### src/design/pag_pkg.sv
// Package with widths, source selections and stack commands for the program address generator
package pag_pkg;
    localparam int ADDR_W = 16;
    localparam int STACK_DEPTH = 8;
    localparam int REPEAT_W = 16;
    localparam logic [ADDR_W-1:0] ADDR_RESET = 16'h0000;
    localparam logic [ADDR_W-1:0] STEP_ONE = 16'h0001;
    localparam logic [ADDR_W-1:0] STEP_TWO = 16'h0002;
    localparam logic [REPEAT_W-1:0] REPEAT_RESET = 16'h0000;
    localparam logic [REPEAT_W-1:0] REPEAT_ONE = 16'h0001;

    // Where the next fetch address comes from
    typedef enum logic [2:0] {
        PAG_SRC_SEQ,
        PAG_SRC_DUMMY,
        PAG_SRC_RETURN,
        PAG_SRC_MOVE_RET,
        PAG_SRC_IMMEDIATE,
        PAG_SRC_ACC,
        PAG_SRC_VECTOR
    } pag_src_t;

    // Stack operation requested by the instruction decoder
    typedef enum logic [2:0] {
        PAG_STK_NONE,
        PAG_STK_PUSH_ACC,
        PAG_STK_POP_ACC,
        PAG_STK_PUSH_MEM,
        PAG_STK_POP_MEM
    } pag_stk_op_t;
endpackage

### src/design/pag_stack.sv
// Eight-level shifting hardware stack with no overflow or underflow indication
`timescale 1ns/1ps
`default_nettype none
module pag_stack #(
    parameter int WIDTH = pag_pkg::ADDR_W,
    parameter int DEPTH = pag_pkg::STACK_DEPTH
) (
    input wire logic i_mclk,
    input wire logic i_nrst,
    input wire logic i_push,
    input wire logic i_pop,
    input wire logic [WIDTH-1:0] i_push_data,
    output logic [WIDTH-1:0] o_stack_top
);
    import pag_pkg::*;

    logic [WIDTH-1:0] level [DEPTH];

    assign o_stack_top = level[0];

    // Push wins if both arrive; the decoder never asks for both at once
    genvar g;
    generate
        for (g = 0; g < DEPTH; g++)
        begin : g_level
            always_ff @(posedge i_mclk or negedge i_nrst)
            begin
                if (!i_nrst)
                    level[g] <= '0;
                else if (i_push)
                    level[g] <= (g == 0) ? i_push_data : level[(g == 0) ? 0 : g - 1]; // [RQ13] [RQ10]
                else if (i_pop && g < DEPTH - 1)
                    level[g] <= level[(g < DEPTH - 1) ? g + 1 : g]; // [RQ14] [RQ20]
            end
        end
    endgenerate
endmodule
`default_nettype wire

### src/design/pag_move_slot.sv
// One-level return slot for repeated two-operand moves, unreachable by instructions
`timescale 1ns/1ps
`default_nettype none
module pag_move_slot #(
    parameter int WIDTH = pag_pkg::ADDR_W
) (
    input wire logic i_mclk,
    input wire logic i_nrst,
    input wire logic i_save,
    input wire logic [WIDTH-1:0] i_save_addr,
    output logic [WIDTH-1:0] o_move_return_slot
);
    import pag_pkg::*;

    // Only the address logic writes it, so no port exists for software [RQ17]
    always_ff @(posedge i_mclk or negedge i_nrst)
    begin
        if (!i_nrst)
            o_move_return_slot <= '0;
        else if (i_save)
            o_move_return_slot <= i_save_addr; // [RQ15]
    end
endmodule
`default_nettype wire

### src/design/pag_top.sv
// Program address generator: counter, fetch latch, stack, move slot and repeat counter
// Notes on behaviour
// RQ1 - Sequential step adds one or two words
// RQ2 - Dummy cycle refetches from the fetch latch
// RQ3 - Return loads counter from stack top
// RQ4 - Move end resumes from the move slot
// RQ5 - Direct branch takes immediate from program bus
// RQ6 - Computed jump takes low accumulator word
// RQ7 - Interrupt loads the vector location
// RQ8 - Call pushes return address, then loads target
// RQ9 - Sixteen-bit counter; latch drives address bus
// RQ10 - Stack is 16 by 8, free push
// RQ11 - Accumulator push and pop use stack top
// RQ12 - Memory push and pop use stack top
// RQ13 - Push shifts down, bottom level lost
// RQ14 - Pop shifts up, bottom level kept
// RQ15 - Move instructions save next address first
// RQ16 - Repeated moves step operand via counter; counter steps on from the return point, i_move_operand_addr unused
// RQ17 - Slot restored at end, no instruction access
// RQ18 - Repeat counter loaded by repeat instruction
// RQ19 - Counter holds next address after fetch
// RQ20 - No overflow or underflow flag
`timescale 1ns/1ps
`default_nettype none
module pag_top #(
    parameter int ADDR_W = pag_pkg::ADDR_W,
    parameter int REPEAT_W = pag_pkg::REPEAT_W
) (
    input wire logic i_mclk,
    input wire logic i_nrst,
    input wire logic i_advance,
    input wire logic i_two_word,
    input wire pag_pkg::pag_src_t i_src,
    input wire logic i_call,
    input wire logic [ADDR_W-1:0] i_program_read_bus,
    input wire logic [ADDR_W-1:0] i_data_read_bus,
    input wire logic [ADDR_W-1:0] i_vector_addr,
    input wire pag_pkg::pag_stk_op_t i_stack_op,
    input wire logic i_move_start,
    input wire logic [ADDR_W-1:0] i_move_operand_addr,
    input wire logic i_repeat_load,
    input wire logic [REPEAT_W-1:0] i_repeat_count,
    input wire logic i_repeat_step,
    output logic [ADDR_W-1:0] o_program_addr_bus,
    output logic [ADDR_W-1:0] o_prog_counter,
    output logic [ADDR_W-1:0] o_stack_top,
    output logic [ADDR_W-1:0] o_stack_pop_data,
    output logic o_stack_pop_valid,
    output logic [REPEAT_W-1:0] o_repeat_counter,
    output logic o_repeat_active,
    output logic o_move_active
);
    import pag_pkg::*;

    logic [ADDR_W-1:0] prog_counter;
    logic [ADDR_W-1:0] fetch_address_latch;
    logic [ADDR_W-1:0] next_fetch;
    logic [ADDR_W-1:0] step;
    logic [ADDR_W-1:0] push_data;
    logic [ADDR_W-1:0] stack_top;
    logic [ADDR_W-1:0] move_return_slot;
    logic [REPEAT_W-1:0] repeat_counter;
    logic stack_push;
    logic stack_pop;
    logic move_active;
    logic move_end;

    assign step = i_two_word ? STEP_TWO : STEP_ONE; // [RQ1]

    // Source selection for the address that the fetch latch puts on the program bus after the next clock edge
    always_comb
    begin
        case (i_src)
            PAG_SRC_SEQ: next_fetch = prog_counter; // [RQ1]
            PAG_SRC_DUMMY: next_fetch = fetch_address_latch; // [RQ2]
            PAG_SRC_RETURN: next_fetch = stack_top; // [RQ3]
            PAG_SRC_MOVE_RET: next_fetch = move_return_slot; // [RQ4] [RQ17]
            PAG_SRC_IMMEDIATE: next_fetch = i_program_read_bus; // [RQ5]
            PAG_SRC_ACC: next_fetch = i_data_read_bus; // [RQ6]
            PAG_SRC_VECTOR: next_fetch = i_vector_addr; // [RQ7]
            default: next_fetch = prog_counter;
        endcase
    end

    // Call pushes the return address, which is the counter before the target load [RQ8]
    always_comb
    begin
        stack_push = 1'b0;
        stack_pop = 1'b0;
        push_data = prog_counter;
        if (i_advance && (i_call || i_src == PAG_SRC_VECTOR))
        begin
            stack_push = 1'b1; // [RQ8] [RQ10]
            push_data = prog_counter;
        end
        else if (i_advance && i_src == PAG_SRC_RETURN)
            stack_pop = 1'b1; // [RQ3]
        else
        begin
            case (i_stack_op)
                PAG_STK_PUSH_ACC:
                begin
                    stack_push = 1'b1;
                    push_data = i_data_read_bus; // [RQ11]
                end
                PAG_STK_PUSH_MEM:
                begin
                    stack_push = 1'b1;
                    push_data = i_data_read_bus; // [RQ12]
                end
                PAG_STK_POP_ACC: stack_pop = 1'b1; // [RQ11]
                PAG_STK_POP_MEM: stack_pop = 1'b1; // [RQ12]
                default:
                begin
                    stack_push = 1'b0;
                    stack_pop = 1'b0;
                end
            endcase
        end
    end

    // Latch holds the address now on the bus, so a dummy cycle repeats it
    always_ff @(posedge i_mclk or negedge i_nrst)
    begin
        if (!i_nrst)
            fetch_address_latch <= ADDR_RESET;
        else if (i_advance)
            fetch_address_latch <= next_fetch; // [RQ9]
    end

    // Counter runs one fetch ahead so it already names the following word
    always_ff @(posedge i_mclk or negedge i_nrst)
    begin
        if (!i_nrst)
            prog_counter <= ADDR_RESET;
        else if (i_advance && i_src != PAG_SRC_DUMMY)
            prog_counter <= next_fetch + step; // [RQ19] [RQ1]
        else if (move_active && i_repeat_step)
            prog_counter <= prog_counter + STEP_ONE; // [RQ16]
    end

    // Move start saves the counter as the return point; the operand address is never loaded into the counter
    assign move_end = move_active && repeat_counter == REPEAT_RESET && !i_repeat_step;

    always_ff @(posedge i_mclk or negedge i_nrst)
    begin
        if (!i_nrst)
            move_active <= 1'b0;
        else if (i_move_start)
            move_active <= 1'b1; // [RQ15]
        else if (i_advance && i_src == PAG_SRC_MOVE_RET)
            move_active <= 1'b0; // [RQ4]
    end

    always_ff @(posedge i_mclk or negedge i_nrst)
    begin
        if (!i_nrst)
            repeat_counter <= REPEAT_RESET;
        else if (i_repeat_load)
            repeat_counter <= i_repeat_count; // [RQ18]
        else if (i_repeat_step && repeat_counter != REPEAT_RESET)
            repeat_counter <= repeat_counter - REPEAT_ONE; // [RQ18]
    end

    // Pop data is registered so the accumulator or memory side sees a stable word
    always_ff @(posedge i_mclk or negedge i_nrst)
    begin
        if (!i_nrst)
        begin
            o_stack_pop_data <= ADDR_RESET;
            o_stack_pop_valid <= 1'b0;
        end
        else
        begin
            o_stack_pop_valid <= stack_pop && i_stack_op != PAG_STK_NONE;
            if (stack_pop)
                o_stack_pop_data <= stack_top; // [RQ11] [RQ12]
        end
    end

    pag_stack #(
        .WIDTH(ADDR_W),
        .DEPTH(STACK_DEPTH)
    ) u_stack (
        .i_mclk(i_mclk),
        .i_nrst(i_nrst),
        .i_push(stack_push),
        .i_pop(stack_pop),
        .i_push_data(push_data),
        .o_stack_top(stack_top)
    );

    pag_move_slot #(
        .WIDTH(ADDR_W)
    ) u_move_slot (
        .i_mclk(i_mclk),
        .i_nrst(i_nrst),
        .i_save(i_move_start),
        .i_save_addr(prog_counter), // [RQ15]
        .o_move_return_slot(move_return_slot)
    );

    assign o_program_addr_bus = fetch_address_latch; // [RQ9]
    assign o_prog_counter = prog_counter;
    assign o_stack_top = stack_top;
    assign o_repeat_counter = repeat_counter;
    assign o_repeat_active = repeat_counter != REPEAT_RESET;
    assign o_move_active = move_active && !move_end;
endmodule
`default_nettype wire

### config.mk
export PLATFORM = sky130hd
export DESIGN_NAME = pag_top
export DESIGN_NICKNAME = d
export VERILOG_FILES = /design/src/design/pag_pkg.sv /design/src/design/pag_stack.sv /design/src/design/pag_move_slot.sv /design/src/design/pag_top.sv
export SDC_FILE = /design/constraint.sdc
export NUM_CORES = 1
export LEC_CHECK = 0
export ABC_AREA = 0
export BUFFER_PORTS_ARGS = -buffer_cell sky130_fd_sc_hd__buf_2
export CAP_MARGIN = 10
export CORE_UTILIZATION = 57
export CTS_BUF_LIST = sky130_fd_sc_hd__clkbuf_16
export CTS_CLUSTER_DIAMETER = 80
export CTS_CLUSTER_SIZE = 40
export DETAILED_ROUTE_END_ITERATION = 8
export GPL_TIMING_DRIVEN = 0
export PLACE_DENSITY = 0.81
export SLEW_MARGIN = 20
export SYNTH_ARGS = -nofsm -noshare
export SYNTH_HDL_FRONTEND = slang
export SYNTH_SLANG_ARGS = --single-unit
### constraint.sdc
create_clock -name i_mclk -period 3.18 [get_ports i_mclk]
set_clock_uncertainty 0.2 [all_clocks]
set_input_delay 0.318 -clock i_mclk [delete_from_list [all_inputs] [get_ports i_mclk]]
set_output_delay 0.318 -clock i_mclk [all_outputs]
set_load 0.05 [all_outputs]
==> impl_metrics.env <==
export IMPL_status="finished, final reports clean"
export IMPL_drv_slew=0
export IMPL_die_w_um=140
export IMPL_tns_ps=0
export IMPL_required_ps=2660
export IMPL_ff2ff_setup_slack_ps=150
export IMPL_ys_warn_count=0
export IMPL_drive_above_1_share_pct=20.4
export IMPL_synth_top_cell_area_share_pct=48.6
export IMPL_fin_crit_ps=3100
export IMPL_htree_levels=1
export IMPL_postSynthAreaPerCell_sq_um=9.04
export IMPL_wl_mm=32.7
export IMPL_cts_sinks=210
export IMPL_place_congestion=0.991
export IMPL_leakagePower_uw=0.00572
export IMPL_synth_most_common_cell="nand2_1"
export IMPL_worst_ir_drop_vdd_uv=652
export IMPL_wl_per_cell_um=20.0
export IMPL_use_met1_pct=46.9
export IMPL_cpLargestDelayFamily="simple AND/OR/NAND/NOR gates"
export IMPL_use_met2_pct=51.2
export IMPL_num_vias=10200
export IMPL_gr_usage_met3_pct=7.47
export IMPL_fin_crit_sh_pct=97.3
export IMPL_synth_top_area_cell="dfrtp_1"
export IMPL_ys_top_cells_by_count="nand2_1 (288), dfrtp_1 (210), nor2_1 (137)"
export IMPL_synth_edf_count=0
export IMPL_hold_viol=0
export IMPL_numCtsBuffers=12
export IMPL_ant_nets=0
export IMPL_cp_max_fo=5
export IMPL_synthTopCellsByArea="dfrtp_1 (49%), nand2_1 (10%), a31oi_1 (5.2%), mux2_2 (5.1%), nor2_1 (4.8%)"
export IMPL_antenna_cells=0
export IMPL_antenna_found_initial=0
export IMPL_synth_seq_cells=210
export IMPL_cp_slowest_cell="or4_4"
export IMPL_busiest_layer="met2"
export IMPL_pin_count=177
export IMPL_clkLatencyLatePin_ps=500
export IMPL_via_per_inst=6.24
export IMPL_numPortBuffers=158
export IMPL_clock_path_buffers=3
export IMPL_drt_pre_antenna_iters=5
export IMPL_end_kind="output port"
export IMPL_yosysSeqAreaShare_pct=48.6
export IMPL_grt_pass1_wl_mm=52.1
export IMPL_first_global_vias=9817
export IMPL_grt_max_degree=102
export IMPL_dieArea_sq_mm=0.0195
export IMPL_area_growth_pct=17.6
export IMPL_placed_cell_area_sq_mm=0.0120
export IMPL_synth_flop_cell="dfrtp_1"
export IMPL_powerDensity_mw_per_mm2=707
export IMPL_drv_cap=0
export IMPL_tightest_slew_ps=1070
export IMPL_critPathLaunchType="flop"
export IMPL_finalSetupViolations=0
export IMPL_critical_path_arrival_ps=2580
export IMPL_postSynth_asyncResetShare_pct=100
export IMPL_syn_inst=1195
export IMPL_route_detailed_drc=0
export IMPL_max_freq_mhz=323
export IMPL_start_util_pct=59.2
export IMPL_track_usage_pct=33.8
export IMPL_synth_cell_types=77
export IMPL_final_area_sq_mm=0.0127
export IMPL_dpl_hpwl_mm=23.7
export IMPL_cts_tree="done"
export IMPL_slowest_delay_ps=580
export IMPL_drtIter0Drc=1001
export IMPL_path_class="reg2out"
export IMPL_row_count=49
export IMPL_path_clk_slew_ps=100
export IMPL_clockRootBuffer="clkbuf_16"
export IMPL_rsz0062_at_grt="false"
export IMPL_critPathBufInv=1
export IMPL_slew_headroom_pct=28.4
export IMPL_synthesis_area_sq_mm=0.0108
export IMPL_hold_path_class="in2reg"
export IMPL_core_sq_mm=0.0183
export IMPL_cp_cell_sequence="or4_4 > nand4bb_1 > or3_4 > o21a_1 > buf_2"
export IMPL_fp_dieH_um=140
export IMPL_num_nets_final=1498
export IMPL_postCtsSetupBuffers=0
export IMPL_gr_total_overflow=0
export IMPL_synthesis_nets=1294
[worst register-to-register path, cell delays in order, from the launching register on]
cell	delay, ps
dfrtp_1	450
or4_4	580
nand4bb_1	290
or3_4	410
nand3_1	180
o21ai_0	110
nand2_1	80
mux2_2	150
dlygate4sd3_1	530
[sequential cells by signal, summed over array words and instances, names as in the netlist]
register / flops
o_repeat_counter: 16
u_move_slot.o_move_return_slot: 16
move_active: 1
u_stack.o_stack_top: 16
o_prog_counter: 16
u_stack.level: 112
o_stack_pop_valid: 1
o_stack_pop_data: 16
o_program_addr_bus: 16
[layout by cell type (no fill, tap or decap), types with 10 or more instances in the layout]
| cell type | instances |
|---|---|
| dfrtp_1 | 210 |
| nor2_1 | 135 |
| mux2i_1 | 18 |
| buf_2 | 166 |
| nand2_1 | 288 |
| clkbuf_16 | 13 |
| a221oi_1 | 18 |
| inv_1 | 10 |
| buf_4 | 18 |
| mux2_2 | 49 |
| dlygate4sd3_1 | 32 |
| a21oi_1 | 33 |
| o21ai_0 | 50 |
| clkbuf_1 | 53 |
| xnor2_1 | 27 |
| xor2_1 | 13 |
| o22ai_1 | 20 |
| a31oi_1 | 89 |
| nand3_1 | 10 |
[report_power, final]
part	switching, uW	internal, uW
Sequential	727	3360
Clock	1010	803
Combinational	2040	1040
[routing by layer]
metal | up-vias | wire [um] | part of all wire, %
met4 | 0 | 1380 | 4.2
met1 | 4916 | 13500 | 41
met2 | 596 | 14400 | 44
li1 | 4563 | - | -
met5 | - | 0 | 0
met3 | 107 | 3410 | 10
[path summary, 6_finish.rpt]
check / startpoint / to / depth (start not counted)
setup / recovery: o_repeat_counter[8]$_DFFE_PN0P_ / o_move_active / 5
hold / removal: i_data_read_bus[4] / u_stack.o_stack_top[4]$_DFFE_PN0P_ / 3
setup reg to reg: o_repeat_counter[8]$_DFFE_PN0P_ / o_repeat_counter[6]$_DFFE_PN0P_ / 8
hold reg to reg: u_stack.level[9]$_DFFE_PN0N_ / u_stack.level[9]$_DFFE_PN0N_ / 2
max in group asynchronous: i_nrst / u_stack.level[78]$_DFFE_PN0P_ / 4
min in group asynchronous: i_nrst / u_stack.level[57]$_DFFE_PN0P_ / 2
[logic make-up after synthesis]
group	count (synthesis)	share of synthesized area, %
xor+xnor	40	3.24
fa+ha+maj	5	0.648
flops	210	48.6
simple gates	505	20.1
buf+inv	107	5.12
compound gates	259	15.3
mux	69	6.98
[cell type report]
type	instances	area (sq um)
Clock inverter	6	86.3
Timing Repair Buffer	192	1180
Multi-Input combinational cell	878	5030
Sequential cell	210	5260
Inverter	11	41.3
Fill cell	1403	5560
Buffer	94	507
Clock buffer	13	325
Tap cell	229	287
[what timing repair did]
action / CTS / global route
pin swaps: 0 / 1
endpoints found under the hold margin: 138 / 0
gates resized for setup: 2 / 12
setup endpoints to repair: 4 / 17
hold buffers: 32 / 0
[metrics by stage]
step                setup WS (ps)  cells  util, %  hold WS (ps)  total power (uW)
finish                       84.8   1633     69.6          16.3              8990
detailed placement           -736   1584     65.4          69.4              7110
CTS                          11.5   1634     69.4          12.3              8920
global placement            -1940   1582     65.1           250              7010
floorplan                    40.3   1195        -          -178              6140
global route                 19.7   1633     69.6          44.0              9390
Power figures use the tool's default switching activity.
